`config.mk`:
```
export PLATFORM = sky130hd
export DESIGN_NAME = vacuum_monitor_value_select
export DESIGN_NICKNAME = d
export VERILOG_FILES = /design/src/rtl/vac_mon_pkg.sv /design/src/rtl/vacuum_monitor_value_select.sv
export SDC_FILE = /design/constraint.sdc
export NUM_CORES = 2
export LEC_CHECK = 0
export ABC_CLOCK_PERIOD_IN_PS = 109100
export BUFFER_PORTS_ARGS = -buffer_cell sky130_fd_sc_hd__buf_2
export CORE_MARGIN = 4
export CORE_UTILIZATION = 35
export CTS_CLUSTER_SIZE = 25
export DETAILED_ROUTE_END_ITERATION = 6
export MAX_ROUTING_LAYER = met4
export PLACE_DENSITY = 0.57
export SLEW_MARGIN = 10
export SYNTH_ARGS = -nofsm -noshare
export SYNTH_HDL_FRONTEND = slang
export SYNTH_SLANG_ARGS = --single-unit
```
`constraint.sdc`:
```
create_clock -name REF_CLK_I -period 109.1 [get_ports REF_CLK_I]
set_input_delay 16.365 -clock REF_CLK_I [delete_from_list [all_inputs] [get_ports REF_CLK_I]]
set_output_delay 16.365 -clock REF_CLK_I [all_outputs]
set_load 0.02 [all_outputs]
```
`src/rtl/vac_mon_pkg.sv`:
```
// Package with constants, register map and types for the vacuum monitor.
// Notes on behaviour
// - Dynamic pressure sampled after one second of uninterrupted suction.
// - Readings under 5 mbar or above upper limit rejected; last result kept.
// - Reading above part-present limit minus hysteresis, below upper, is event.
// - Dynamic pressure and performance unknown after power-up; held till next.
// - Quality rating falls as leakage rises.
// - Performance rating rises as dynamic pressure falls.
// - Performance zero when dynamic pressure exceeds part-present threshold.
// - Stored dynamic pressure zero means no measurement; performance reads FFh (unknown).
// - Diagnostic log keeps latest 38 events, read newest first.
// - Each logged event stores the current suction cycle count.
// - Logging runs in every mode; array kept across reset, but reset zeroes the entry count, so the log reads empty.
// - Log erased by clear command and by factory restore.
// - Ten key-figure records of evacuation time, leakage, dynamic pressure.
// - A key-figure record is written only on condition-monitoring autoset.
// - Each key-figure record carries the suction cycle count; reset zeroes the record count, so the buffer reads empty.
// - Process input area holds one byte slot and one word slot.
// - Controller drives the two-bit select; device follows it.
// - Byte slot: inlet pressure, monitoring flags, leakage, supply voltage.
// - Word slot: vacuum, evacuation time, dynamic pressure, air consumption.
// - New select applied after a delay; ack is 0 for 00, else 1.
// - Measurement tried at every suction start, compared to both limits.
package vac_mon_pkg;

    // ==========================================================
    // Register map
    localparam logic [7:0] OFS_LIMITS = 8'h00;
    localparam logic [7:0] OFS_HYST = 8'h04;
    localparam logic [7:0] OFS_CMD = 8'h08;
    localparam logic [7:0] OFS_RATING = 8'h0C;
    localparam logic [7:0] OFS_INFO = 8'h10;
    localparam logic [7:0] OFS_DIAG_IDX = 8'h14;
    localparam logic [7:0] OFS_DIAG_DATA = 8'h18;
    localparam logic [7:0] OFS_KF_IDX = 8'h1C;
    localparam logic [7:0] OFS_KF_DATA0 = 8'h20;
    localparam logic [7:0] OFS_KF_DATA1 = 8'h24;
    localparam int CMD_CLEAR_DIAG_BIT = 0;
    localparam int CMD_FACTORY_BIT = 1;

    // ==========================================================
    // Reset values and limits
    localparam logic [15:0] UPPER_LIMIT_RST = 16'h02EE;
    localparam logic [15:0] PART_LIMIT_RST = 16'h0226;
    localparam logic [15:0] PART_HYST_RST = 16'h000A;
    localparam logic [15:0] DYN_MIN_MBAR = 16'h0005;
    localparam logic [7:0] PERCENT_FULL = 8'h64;
    localparam logic [7:0] PERF_UNKNOWN = 8'hFF;
    localparam logic [15:0] DIAG_CODE_DYN = 16'h0001;

    // ==========================================================
    // Buffers, selection and timing
    localparam int DIAG_DEPTH = 38;
    localparam int KF_DEPTH = 10;
    localparam logic [1:0] SEL_BASE = 2'b00;
    localparam logic [1:0] SEL_CM = 2'b01;
    localparam logic [1:0] SEL_LEAK = 2'b10;
    localparam logic [1:0] SEL_ENERGY = 2'b11;
    localparam int CLK_HZ = 50_000_000;
    localparam int MEAS_TIME_MS = 1000;
    localparam int MEAS_CYCLES = CLK_HZ / 1000 * MEAS_TIME_MS;
    localparam int SEL_DELAY_CYCLES = 4;

    // ==========================================================
    // Types
    typedef struct packed {
        logic ack;
        logic [7:0] byte_value_slot;
        logic [15:0] word_value_slot;
    } pd_in_t;

    typedef struct packed {
        logic [15:0] code;
        logic [15:0] cycles;
    } diag_rec_t;

    typedef struct packed {
        logic [15:0] evacuation_time;
        logic [15:0] leakage;
        logic [15:0] dyn_pressure;
        logic [15:0] cycles;
    } kf_rec_t;

endpackage

```
`src/rtl/vacuum_monitor_value_select.sv`:
```
// Monitoring, event logging and process-data value selection of the ejector.
`timescale 1ns/1ps
module vacuum_monitor_value_select
    import vac_mon_pkg::*;
#(
    parameter int MEAS_CYC = MEAS_CYCLES
) (
    input wire logic REF_CLK_I,
    input wire logic RESET_N_I,
    input wire logic HSEL_I,
    input wire logic [31:0] HADDR_I,
    input wire logic [1:0] HTRANS_I,
    input wire logic HWRITE_I,
    input wire logic [2:0] HSIZE_I,
    input wire logic [31:0] HWDATA_I,
    input wire logic HREADY_I,
    output logic [31:0] HRDATA_O,
    output logic HREADYOUT_O,
    output logic HRESP_O,
    input wire logic SUCTION_I,
    input wire logic [15:0] VACUUM_I,
    input wire logic [7:0] INLET_PRESSURE_I,
    input wire logic [7:0] LEAKAGE_I,
    input wire logic [7:0] SUPPLY_VOLTAGE_I,
    input wire logic [15:0] EVACUATION_TIME_I,
    input wire logic [15:0] AIR_CONSUMPTION_I,
    input wire logic [7:0] CM_FLAGS_I,
    input wire logic AUTOSET_I,
    input wire logic ERROR_EVENT_I,
    input wire logic [15:0] ERROR_CODE_I,
    input wire logic [1:0] VALUE_PAIR_SELECT_I,
    output pd_in_t PD_IN_O
);

    // ==========================================================
    // Helpers
    function automatic int ring_pos(input int wr, input int idx,
                                    input int depth);
        ring_pos = (wr + depth - 1 - idx) % depth;
    endfunction

    function automatic logic [7:0] quality_of(input logic [7:0] leak);
        if (leak >= PERCENT_FULL) begin
            quality_of = 8'h00;
        end else begin
            quality_of = PERCENT_FULL - leak;
        end
    endfunction

    function automatic logic [7:0] perf_of(input logic [15:0] dyn,
                                           input logic [15:0] thr);
        logic [31:0] num;
        num = 32'h0;
        if (dyn == 16'h0 || dyn > thr || thr == 16'h0) begin
            perf_of = 8'h00;
        end else begin
            num = 32'(thr - dyn) * 32'(PERCENT_FULL);
            perf_of = 8'(num / 32'(thr));
        end
    endfunction

    // ==========================================================
    // Suction input synchroniser and cycle counter
    logic suction_meta_r;
    logic suction_sync_r;
    logic suction_prev_r;
    logic suction_start;
    logic [15:0] cycle_count_r;

    always_ff @(posedge REF_CLK_I or negedge RESET_N_I) begin
        if (!RESET_N_I) begin
            suction_meta_r <= 1'b0;
            suction_sync_r <= 1'b0;
            suction_prev_r <= 1'b0;
        end else begin
            suction_meta_r <= SUCTION_I;
            suction_sync_r <= suction_meta_r;
            suction_prev_r <= suction_sync_r;
        end
    end

    assign suction_start = suction_sync_r && !suction_prev_r;

    always_ff @(posedge REF_CLK_I or negedge RESET_N_I) begin
        if (!RESET_N_I) begin
            cycle_count_r <= 16'h0;
        end else if (suction_start) begin
            cycle_count_r <= cycle_count_r + 16'h1;
        end
    end

    // ==========================================================
    // Configuration registers
    logic [15:0] upper_vacuum_limit_r;
    logic [15:0] part_present_limit_r;
    logic [15:0] part_present_hysteresis_r;
    logic [15:0] part_threshold;
    logic wr_pend_r;
    logic [7:0] wr_addr_r;
    logic cmd_wr;
    logic clear_diag;
    logic factory;

    assign part_threshold = part_present_limit_r - part_present_hysteresis_r;
    assign cmd_wr = wr_pend_r && wr_addr_r == OFS_CMD;
    assign factory = cmd_wr && HWDATA_I[CMD_FACTORY_BIT];
    assign clear_diag = cmd_wr && (HWDATA_I[CMD_CLEAR_DIAG_BIT] || factory);

    always_ff @(posedge REF_CLK_I or negedge RESET_N_I) begin
        if (!RESET_N_I) begin
            upper_vacuum_limit_r <= UPPER_LIMIT_RST;
            part_present_limit_r <= PART_LIMIT_RST;
            part_present_hysteresis_r <= PART_HYST_RST;
        end else if (factory) begin
            upper_vacuum_limit_r <= UPPER_LIMIT_RST;
            part_present_limit_r <= PART_LIMIT_RST;
            part_present_hysteresis_r <= PART_HYST_RST;
        end else if (wr_pend_r && wr_addr_r == OFS_LIMITS) begin
            upper_vacuum_limit_r <= HWDATA_I[15:0];
            part_present_limit_r <= HWDATA_I[31:16];
        end else if (wr_pend_r && wr_addr_r == OFS_HYST) begin
            part_present_hysteresis_r <= HWDATA_I[15:0];
        end
    end

    // ==========================================================
    // Dynamic pressure measurement
    // A part laid on the cup before the second is over cuts suction short,
    // so the window simply restarts with the next suction cycle.
    logic [31:0] meas_cnt_r;
    logic meas_run_r;
    logic meas_done;
    logic meas_ok;
    logic meas_event;
    logic [15:0] dyn_pressure_r;
    logic dyn_known_r;
    logic dyn_warn_r;

    assign meas_done = meas_run_r && suction_sync_r
                       && meas_cnt_r == 32'(MEAS_CYC - 1);
    assign meas_ok = VACUUM_I >= DYN_MIN_MBAR
                     && VACUUM_I <= upper_vacuum_limit_r;
    assign meas_event = meas_done && VACUUM_I > part_threshold
                        && VACUUM_I < upper_vacuum_limit_r;

    always_ff @(posedge REF_CLK_I or negedge RESET_N_I) begin
        if (!RESET_N_I) begin
            meas_run_r <= 1'b0;
            meas_cnt_r <= 32'h0;
        end else if (suction_start) begin
            meas_run_r <= 1'b1;
            meas_cnt_r <= 32'h0;
        end else if (!suction_sync_r || meas_done) begin
            meas_run_r <= 1'b0;
            meas_cnt_r <= 32'h0;
        end else if (meas_run_r) begin
            meas_cnt_r <= meas_cnt_r + 32'h1;
        end
    end

    always_ff @(posedge REF_CLK_I or negedge RESET_N_I) begin
        if (!RESET_N_I) begin
            dyn_pressure_r <= 16'h0;
            dyn_known_r <= 1'b0;
        end else if (meas_done && meas_ok) begin
            dyn_pressure_r <= VACUUM_I;
            dyn_known_r <= 1'b1;
        end
    end

    always_ff @(posedge REF_CLK_I or negedge RESET_N_I) begin
        if (!RESET_N_I) begin
            dyn_warn_r <= 1'b0;
        end else if (meas_done) begin
            dyn_warn_r <= meas_event;
        end
    end

    // ==========================================================
    // Ratings
    logic [7:0] quality;
    logic [7:0] perf;

    assign quality = quality_of(LEAKAGE_I);
    assign perf = !dyn_known_r ? PERF_UNKNOWN
                  : perf_of(dyn_pressure_r, part_threshold);

    // ==========================================================
    // Diagnostic log
    // The arrays carry no reset so that their contents outlive a reset;
    // true power-loss retention needs the non-volatile store behind them.
    diag_rec_t diag_mem [DIAG_DEPTH];
    logic [5:0] diag_wr_r;
    logic [5:0] diag_cnt_r;
    logic [5:0] diag_idx_r;
    logic dyn_evt_pend_r;
    logic diag_we;
    diag_rec_t diag_new;
    diag_rec_t diag_rd;
    logic [5:0] diag_base;

    assign diag_we = ERROR_EVENT_I || dyn_evt_pend_r;
    assign diag_new.code = ERROR_EVENT_I ? ERROR_CODE_I : DIAG_CODE_DYN;
    assign diag_new.cycles = cycle_count_r;
    assign diag_base = clear_diag ? 6'h0 : diag_wr_r;
    assign diag_rd = diag_idx_r < diag_cnt_r
        ? diag_mem[ring_pos(int'(diag_wr_r), int'(diag_idx_r), DIAG_DEPTH)]
        : '0;

    always_ff @(posedge REF_CLK_I or negedge RESET_N_I) begin
        if (!RESET_N_I) begin
            dyn_evt_pend_r <= 1'b0;
        end else if (meas_event) begin
            dyn_evt_pend_r <= 1'b1;
        end else if (!ERROR_EVENT_I) begin
            dyn_evt_pend_r <= 1'b0;
        end
    end

    always_ff @(posedge REF_CLK_I) begin
        if (diag_we) begin
            diag_mem[diag_base] <= diag_new;
        end
    end

    // An event in the clearing cycle lands as the first entry of the new log.
    always_ff @(posedge REF_CLK_I or negedge RESET_N_I) begin
        if (!RESET_N_I) begin
            diag_wr_r <= 6'h0;
            diag_cnt_r <= 6'h0;
        end else begin
            if (diag_we) begin
                diag_wr_r <= (diag_base == 6'(DIAG_DEPTH - 1))
                             ? 6'h0 : diag_base + 6'h1;
            end else begin
                diag_wr_r <= diag_base;
            end
            if (clear_diag) begin
                diag_cnt_r <= diag_we ? 6'h1 : 6'h0;
            end else if (diag_we && diag_cnt_r != 6'(DIAG_DEPTH)) begin
                diag_cnt_r <= diag_cnt_r + 6'h1;
            end
        end
    end

    // ==========================================================
    // Key-figure buffer
    kf_rec_t kf_mem [KF_DEPTH];
    logic [3:0] kf_wr_r;
    logic [3:0] kf_cnt_r;
    logic [3:0] kf_idx_r;
    kf_rec_t kf_new;
    kf_rec_t kf_rd;

    assign kf_new.evacuation_time = EVACUATION_TIME_I;
    assign kf_new.leakage = {8'h00, LEAKAGE_I};
    assign kf_new.dyn_pressure = dyn_pressure_r;
    assign kf_new.cycles = cycle_count_r;
    assign kf_rd = kf_idx_r < kf_cnt_r
        ? kf_mem[ring_pos(int'(kf_wr_r), int'(kf_idx_r), KF_DEPTH)]
        : '0;

    always_ff @(posedge REF_CLK_I) begin
        if (AUTOSET_I) begin
            kf_mem[kf_wr_r] <= kf_new;
        end
    end

    always_ff @(posedge REF_CLK_I or negedge RESET_N_I) begin
        if (!RESET_N_I) begin
            kf_wr_r <= 4'h0;
            kf_cnt_r <= 4'h0;
        end else if (AUTOSET_I) begin
            kf_wr_r <= (kf_wr_r == 4'(KF_DEPTH - 1))
                       ? 4'h0 : kf_wr_r + 4'h1;
            if (kf_cnt_r != 4'(KF_DEPTH)) begin
                kf_cnt_r <= kf_cnt_r + 4'h1;
            end
        end
    end

    // ==========================================================
    // Process data value selection
    logic [1:0] sel_applied_r;
    logic [2:0] sel_wait_r;
    logic sel_take;
    logic [1:0] sel_eff;
    logic [7:0] byte_mux;
    logic [15:0] word_mux;

    assign sel_take = VALUE_PAIR_SELECT_I != sel_applied_r
                      && sel_wait_r == 3'(SEL_DELAY_CYCLES - 1);
    assign sel_eff = sel_take ? VALUE_PAIR_SELECT_I : sel_applied_r;

    always_comb begin
        case (sel_eff)
            SEL_BASE: begin
                byte_mux = INLET_PRESSURE_I;
                word_mux = VACUUM_I;
            end
            SEL_CM: begin
                byte_mux = {CM_FLAGS_I[7:1], dyn_warn_r};
                word_mux = EVACUATION_TIME_I;
            end
            SEL_LEAK: begin
                byte_mux = LEAKAGE_I;
                word_mux = dyn_pressure_r;
            end
            SEL_ENERGY: begin
                byte_mux = SUPPLY_VOLTAGE_I;
                word_mux = AIR_CONSUMPTION_I;
            end
            default: begin
                byte_mux = 8'h00;
                word_mux = 16'h0;
            end
        endcase
    end

    always_ff @(posedge REF_CLK_I or negedge RESET_N_I) begin
        if (!RESET_N_I) begin
            sel_applied_r <= SEL_BASE;
            sel_wait_r <= 3'h0;
        end else begin
            sel_applied_r <= sel_eff;
            if (VALUE_PAIR_SELECT_I == sel_applied_r || sel_take) begin
                sel_wait_r <= 3'h0;
            end else begin
                sel_wait_r <= sel_wait_r + 3'h1;
            end
        end
    end

    // Slots and acknowledge load from one select value in one edge.
    always_ff @(posedge REF_CLK_I or negedge RESET_N_I) begin
        if (!RESET_N_I) begin
            PD_IN_O <= '0;
        end else begin
            PD_IN_O.byte_value_slot <= byte_mux;
            PD_IN_O.word_value_slot <= word_mux;
            PD_IN_O.ack <= sel_eff != SEL_BASE;
        end
    end

    // ==========================================================
    // AHB-Lite slave
    logic addr_ok;
    logic [31:0] rd_mux;

    assign addr_ok = HSEL_I && HREADY_I && HTRANS_I[1];
    assign HREADYOUT_O = 1'b1;
    assign HRESP_O = 1'b0;

    always_comb begin
        case (HADDR_I[7:0])
            OFS_LIMITS: rd_mux = {part_present_limit_r, upper_vacuum_limit_r};
            OFS_HYST: rd_mux = {16'h0, part_present_hysteresis_r};
            OFS_RATING: rd_mux = {quality, perf, dyn_pressure_r};
            OFS_INFO: rd_mux = {cycle_count_r[7:0], 2'b00, diag_cnt_r,
                                4'h0, kf_cnt_r, 6'h0, dyn_warn_r, dyn_known_r};
            OFS_DIAG_IDX: rd_mux = {26'h0, diag_idx_r};
            OFS_DIAG_DATA: rd_mux = diag_rd;
            OFS_KF_IDX: rd_mux = {28'h0, kf_idx_r};
            OFS_KF_DATA0: rd_mux = {kf_rd.evacuation_time, kf_rd.leakage};
            OFS_KF_DATA1: rd_mux = {kf_rd.dyn_pressure, kf_rd.cycles};
            default: rd_mux = 32'h0;
        endcase
    end

    always_ff @(posedge REF_CLK_I or negedge RESET_N_I) begin
        if (!RESET_N_I) begin
            wr_pend_r <= 1'b0;
            wr_addr_r <= 8'h00;
            HRDATA_O <= 32'h0;
        end else begin
            wr_pend_r <= addr_ok && HWRITE_I;
            wr_addr_r <= HADDR_I[7:0];
            if (addr_ok && !HWRITE_I) begin
                HRDATA_O <= HADDR_I[31:8] == 24'h0 ? rd_mux : 32'h0;
            end
        end
    end

    always_ff @(posedge REF_CLK_I or negedge RESET_N_I) begin
        if (!RESET_N_I) begin
            diag_idx_r <= 6'h0;
            kf_idx_r <= 4'h0;
        end else if (wr_pend_r && wr_addr_r == OFS_DIAG_IDX) begin
            diag_idx_r <= HWDATA_I[5:0];
        end else if (wr_pend_r && wr_addr_r == OFS_KF_IDX) begin
            kf_idx_r <= HWDATA_I[3:0];
        end
    end

endmodule

```
== Word-level counts from Yosys, hierarchy flattened ==
Memory sizes are Yosys's and may differ from the RTL's.
Cells that the tools add are included.
Word-level totals
  memories kept: 2
  flip-flop bits (word level): 220
  memory bits (writable): 1776
  bits of input ports: 175
  word-level logic and storage cells: 164
  output and inout port bits: 59
Cells by class
  bitwise gates (word level): 1
  divide/modulo/power cells: 3
  multiplexer cells: 37
  $mul: 1
  add/sub/neg operators: 16
  magnitude comparators: 8
  equality and inequality tests: 25
  reductions and logical operators: 44
Memory list
  diag_mem: depth 38, width 32, read ports 1, clocked after memory_dff 0, write ports 1, line vacuum_monitor_value_select.sv:192  | diag_rec_t diag_mem [DIAG_DEPTH];
  kf_mem: depth 10, width 56, read ports 1, clocked after memory_dff 0, write ports 1, line vacuum_monitor_value_select.sv:248  | kf_rec_t kf_mem [KF_DEPTH];
Operator list (number)
  case mux 32 bit (9 select lines): 1
  two-way mux 32 bit: 5
  two-way mux 16 bit: 8
  two-way mux 64 bit: 1
  case mux 16 bit (4 select lines): 1
  == test 8 x 5 -> 1 bit, second input constant: 6
  adder 32 x 1 -> 32 bit, second input constant: 1
  divider 32 x 16 -> 32 bit: 1
  == test 32 x 26 -> 1 bit, second input constant: 1
  > comparator 16 bit: 2
  zero test 16 bit: 2
  remainder unit 32 x 5 -> 32 bit, second input constant: 1
  remainder unit 32 x 7 -> 32 bit, second input constant: 1
  multiplier 32 x 5 -> 30 bit, second input constant: 1
  case mux 8 bit (4 select lines): 1
  two-way mux 6 bit: 5
  zero test 24 bit: 1
  two-way mux 8 bit: 3
  logical AND 1 bit: 20
  subtractor 16 x 16 -> 17 bit: 1
  adder 16 x 1 -> 16 bit, second input constant: 1
  == test 8 x 3 -> 1 bit, second input constant: 2
  == test 8 x 4 -> 1 bit, second input constant: 2
  == test 8 x 6 -> 1 bit, second input constant: 2
  other kinds (40): 65

== Longest topological paths before layout ==
  depth in word-level cells: 9
  mapped depth: 544
  mapped depth without buffers: 506

== Worst setup path after synthesis ==
No wires, ideal clock.
  kind: register to register
  start: register part_present_limit_r[1]
  end: register HRDATA_O[16]
  setup time: 124 ps
  setup slack: 7303 ps
  required time: 108976 ps
  cell stages (with the launch flop): 525
  arrival: 101673 ps
  clock period less this slack: 101797 ps
  buffers on the path: 45
  path through: dfstp_2 > inv_1 > fa_1 > inv_1 > ha_1 > nor2b_1 > o21ai_0 > nand2b_1 > a21o_1 > a21o_1 > a21o_1 > a21o_1 > a21o_1 > a21o_1 > a21o_1 > a21oi_1 > nor2b_1 > o21ai_0 > [489 not listed] > nor4_4 > buf_4 > buf_2 > nand2_1 > o21ai_1 > ha_1 > a21o_1 > a21oi_1 > nor2b_1 > o21ai_0 > nand2b_1 > a21oi_1 > nor2b_1 > o21ai_0 > o311ai_0 > or4_1 > a211o_1 > o31a_1
Between the ends
  longest elaborated chain between the ends: 8
  elaborated cells between the ends (all ways): 12
  classes of those cells: add/sub: 2; mul: 1; div: 1; order compare: 1; mux: 4; reduce/logical: 3
RTL lines
  from (decl): line vacuum_monitor_value_select.sv:95  | logic [15:0] part_present_limit_r;
  from (signal assigned): line vacuum_monitor_value_select.sv:120  | part_present_limit_r <= HWDATA_I[31:16];
  subtractor 16 bit *: line vacuum_monitor_value_select.sv:104  | assign part_threshold = part_present_limit_r - part_present_hysteresis_r;
  subtractor 16 x 16 -> 17 bit / > comparator 16 bit (equally long branches): line vacuum_monitor_value_select.sv:57, vacuum_monitor_value_select.sv:54
  multiplier 32 x 5 -> 30 bit / logical OR 1 bit (equally long branches): line vacuum_monitor_value_select.sv:57, vacuum_monitor_value_select.sv:54
  divider 32 x 16 -> 32 bit / logical OR 1 bit (equally long branches): line vacuum_monitor_value_select.sv:58, vacuum_monitor_value_select.sv:54
  two-way mux 8 bit *: line vacuum_monitor_value_select.sv:54  | if (dyn == 16'h0 || dyn > thr || thr == 16'h0) begin
  two-way mux 8 bit *: line vacuum_monitor_value_select.sv:185  | assign perf = !dyn_known_r ? PERF_UNKNOWN
  case mux 32 bit (9 select lines) *: line vacuum_monitor_value_select.sv:355  | case (HADDR_I[7:0])
  two-way mux 32 bit *: line vacuum_monitor_value_select.sv:379  | HRDATA_O <= HADDR_I[31:8] == 24'h0 ? rd_mux : 32'h0;
  to (signal assigned): line vacuum_monitor_value_select.sv:379
  to (decl): line vacuum_monitor_value_select.sv:17  | output logic [31:0] HRDATA_O,
Every way passes the cells marked *; elsewhere a longest branch is shown, timed or not.
A chain may end at the register's enable or synchronous reset.

== Worst setup path after layout ==
  start: register part_present_hysteresis_r[1]
  end: register HRDATA_O[16]
Between the ends
  longest elaborated chain between the ends: 8
  elaborated cells between the ends (all ways): 12
  classes of those cells: add/sub: 2; mul: 1; div: 1; order compare: 1; mux: 4; reduce/logical: 3
RTL lines
  from (decl): line vacuum_monitor_value_select.sv:96  | logic [15:0] part_present_hysteresis_r;
  from (signal assigned): line vacuum_monitor_value_select.sv:122  | part_present_hysteresis_r <= HWDATA_I[15:0];
  subtractor 16 bit *: line vacuum_monitor_value_select.sv:104
  subtractor 16 x 16 -> 17 bit / > comparator 16 bit (equally long branches): line vacuum_monitor_value_select.sv:57, vacuum_monitor_value_select.sv:54
  multiplier 32 x 5 -> 30 bit / logical OR 1 bit (equally long branches): line vacuum_monitor_value_select.sv:57, vacuum_monitor_value_select.sv:54
  divider 32 x 16 -> 32 bit / logical OR 1 bit (equally long branches): line vacuum_monitor_value_select.sv:58, vacuum_monitor_value_select.sv:54
  two-way mux 8 bit *: line vacuum_monitor_value_select.sv:54
  two-way mux 8 bit *: line vacuum_monitor_value_select.sv:185
  case mux 32 bit (9 select lines) *: line vacuum_monitor_value_select.sv:355
  two-way mux 32 bit *: line vacuum_monitor_value_select.sv:379
Marks and branches as above.

==> flow_summary.toml <==
[placement]
place_congestion = 0.880
place_hpwl_microns = 217000
placed_area_sq_um = 116000
buffer_ports.inserted = 226
place_inst = 12500

[setup_path]
crit_required_ns = 109.82
worst-path-buf-inv = 23
critPathMaxStageDelay_ns = 0.60
crit_cells = 494
start_kind = "register"
cpMaxStageDelayCell = "dfstp_2"
arrival_ns = 102.72
critPathKind = "reg -> reg"
cp-startpoint = "part_present_hysteresis_r[1]"
reg2reg_depth = 494
r2r_end = "HRDATA_O[16]"
endpoint_kind = "register"
crit_fanout = 22
r2r_slack_ns = 7.10
timing.rr.start = "part_present_hysteresis_r[1]"
endpoint = "HRDATA_O[16]"
critPathTopFamily = "compound AO/OA/AOI/OAI gates"
critPathMostFrequentCell = "o21a_1"

[route]
wl_microns = 323000
avgRoutedWirePerCell_microns = 25.0
drc_errors = 0
first_iter_violations = 6583
antenna_left = 0
first_pass_iters = 6
vias_per_cell = 5.66
vias = 73100

[synth]
syn_avg_cell_area_sq_um = 13.3
postSynthCellCount = 8041
ys_top_cells_by_area = "edfxtp_1 (50%), mux4_2 (9.6%), ha_1 (6.4%)"
synth.distinct_cells = 127
ys_seq_elements = 1996
synth.yosys.seq_area_share = 0.550
yosysWarnings = 0
yosys.area.top_type_share = 0.499
synth.net_count = 8785
async_flop_share = 0.110
synth_area_sq_um = 107000
synth_top_area_cell = "edfxtp_1"
yosys_most_used_dff = "edfxtp_1"
synth_edf_count = 1776

[global_routing]
grt_pass1_wl_microns = 475000
grtUsageMet1 = 0.269
antenna_found_initial = 30
grtUsageMet3 = 0.0233
grtUsageTotal = 0.205
grt_overflow_total = 0
busiest_layer = "met2"
grt_max_degree = 111
grt_use_met2 = 0.330
grt_pass1_vias = 72400

[floorplan]
die_x_microns = 561
coreArea_sq_um = 304000
rows = 202
die_area_sq_um = 314000
fp.dieH_microns = 561
start_util = 0.352
pin_count = 234

[sta]
max-slew-margin-rel = 0.230
tightest_slew_ns = 1.16
fin_worst_skew_ns = 0.0556
finalSetupViolations = 0
finalCriticalPeriod_ns = 102.00
min_period_over_period = 0.935
slew_violations = 0
fmax_mhz = 9.80
hold_viol_final = 0

[finish]
drive_gt1_frac = 0.213
fin_nets = 9419
final_cell_mix = "edfxtp_1 (1776), ha_1 (545), nand2_1 (536)"
layout_commonest_cell = "edfxtp_1"
area_delta_synth_final_pct = 14.8
finalInstanceArea_sq_um = 123000
finalNonFillerCells = 12900

[job]
cap_violations = 0

[min_path]
min_path_type = "reg -> reg"

[clocking]
cts.htree.levels = 4
cts_root_buffer = "clkbuf_16"
cts_tree = "yes"
clock_latency_ns = 0.84
cts_buffers = 192
clk_pin_slew_ns = 0.07
cts_buffer_depth = 4
clock_sinks = 1996

[run_status]
status = "completed"
-- metal layers --
| layer | routed length (microns) | share of wire | up-vias |
|---|---|---|---|
| li1 | - | - | 32900 |
| met1 | 138000 | 0.43 | 37500 |
| met2 | 154000 | 0.48 | 2320 |
| met3 | 18500 | 0.057 | 463 |
| met4 | 12800 | 0.040 | 0 |
| met5 | 0 | 0 | - |
-- area by class of cell --
type,instances,area (sq um)
antenna,23,57.6
clock buffer,244,5080
clock inverter,97,901
fill,28000,181000
inverter,223,837
multi-input combinational,5520,46900
sequential,1996,58900
tap,4080,5100
timing repair buffer,742,5030
-- through the flow --
| stage | TNS [ns] | util | setup slack (ns) | hold WS, ns |
|---|---|---|---|---|
| after floorplan | 0 | - | 7.30 | 0.331 |
| after global placement | 0 | 0.383 | 2.80 | 0.337 |
| after detailed placement | 0 | 0.383 | 1.46 | 0.336 |
| after CTS | 0 | 0.403 | 0.940 | 0.350 |
| after global routing | -0.113 | 0.404 | -0.113 | 0.360 |
| final | 0 | 0.404 | 7.10 | 0.349 |
-- sequential cells by signal, summed over array words and instances (netlist names), 2 cells and up --
register / flops
part_present_hysteresis_r: 16
sel_wait_r: 3
diag_cnt_r: 6
PD_IN_O: 25
kf_idx_r: 4
kf_wr_r: 4
wr_addr_r: 8
kf_cnt_r: 4
cycle_count_r: 16
HRDATA_O: 32
part_present_limit_r: 16
diag_mem: 1216
meas_cnt_r: 32
kf_mem: 560
diag_wr_r: 6
sel_applied_r: 2
dyn_pressure_r: 16
upper_vacuum_limit_r: 16
diag_idx_r: 6
-- synth_stat cells (all sizes together), types with 69 or more instances --
library cell and instances:
a21o 99, dfrtp 207, inv 222, edfxtp 1776, o31ai 109, o21a 226, a21oi 398, clkbuf 229
mux2 135, mux2i 253, nor2 555, nand2 542, nor3 274, buf 74, o21ai 334, xnor2 193
a221oi 69, nand2b 84, mux4 456, ha 548, nand3 141, xor2 120
-- worst register-to-register path: cells and delay by family, from the launching register on --
family / cells / cell delay (ns)
AOI/OAI and AO/OA: 288 / 58.03
and+or+nand+nor: 133 / 24.72
muxes: 10 / 2.74
xor gates and xnor gates: 2 / 0.53
adders and majority gates: 38 / 11.49
DFF: 1 / 0.60
buffers and inverters: 23 / 3.78
-- kinds of logic (layout without fill, tap and decap cells) --
family,Yosys count,count (layout),share of synthesized area
buffers and inverters,526,1306,0.0190
adder cells (fa/ha/maj),570,570,0.0682
AO/OA/AOI/OAI,1714,1714,0.109
other,2,25,0.0000702
flip-flops,1996,1996,0.550
multiplexers,844,844,0.134
AND/OR/NAND/NOR,2076,2077,0.0941
XOR/XNOR,313,313,0.0256
-- repair_timing --
item,in CTS,in global routing
setup buffers,0,16
hold buffers,0,0
resized for setup,0,64
setup endpoints to repair,0,3
hold endpoints to repair,0,0
-- worst min-delay path by stage --
stage	startpoint	endpoint	slack, ns	depth (start not counted)
2_1_floorplan	suction_meta_r	suction_sync_r	0.33	0
3_3_place_gp	suction_meta_r	suction_sync_r	0.34	0
3_5_place_dp	suction_meta_r	suction_sync_r	0.34	0
4_1_cts	suction_meta_r	suction_sync_r	0.35	0
5_1_grt	suction_meta_r	suction_sync_r	0.36	0
6_report	suction_meta_r	suction_sync_r	0.35	0
Power is left out: the tool's default activity adds up to more than one toggle a clock period on the data nets, which glitch-free logic cannot reach.
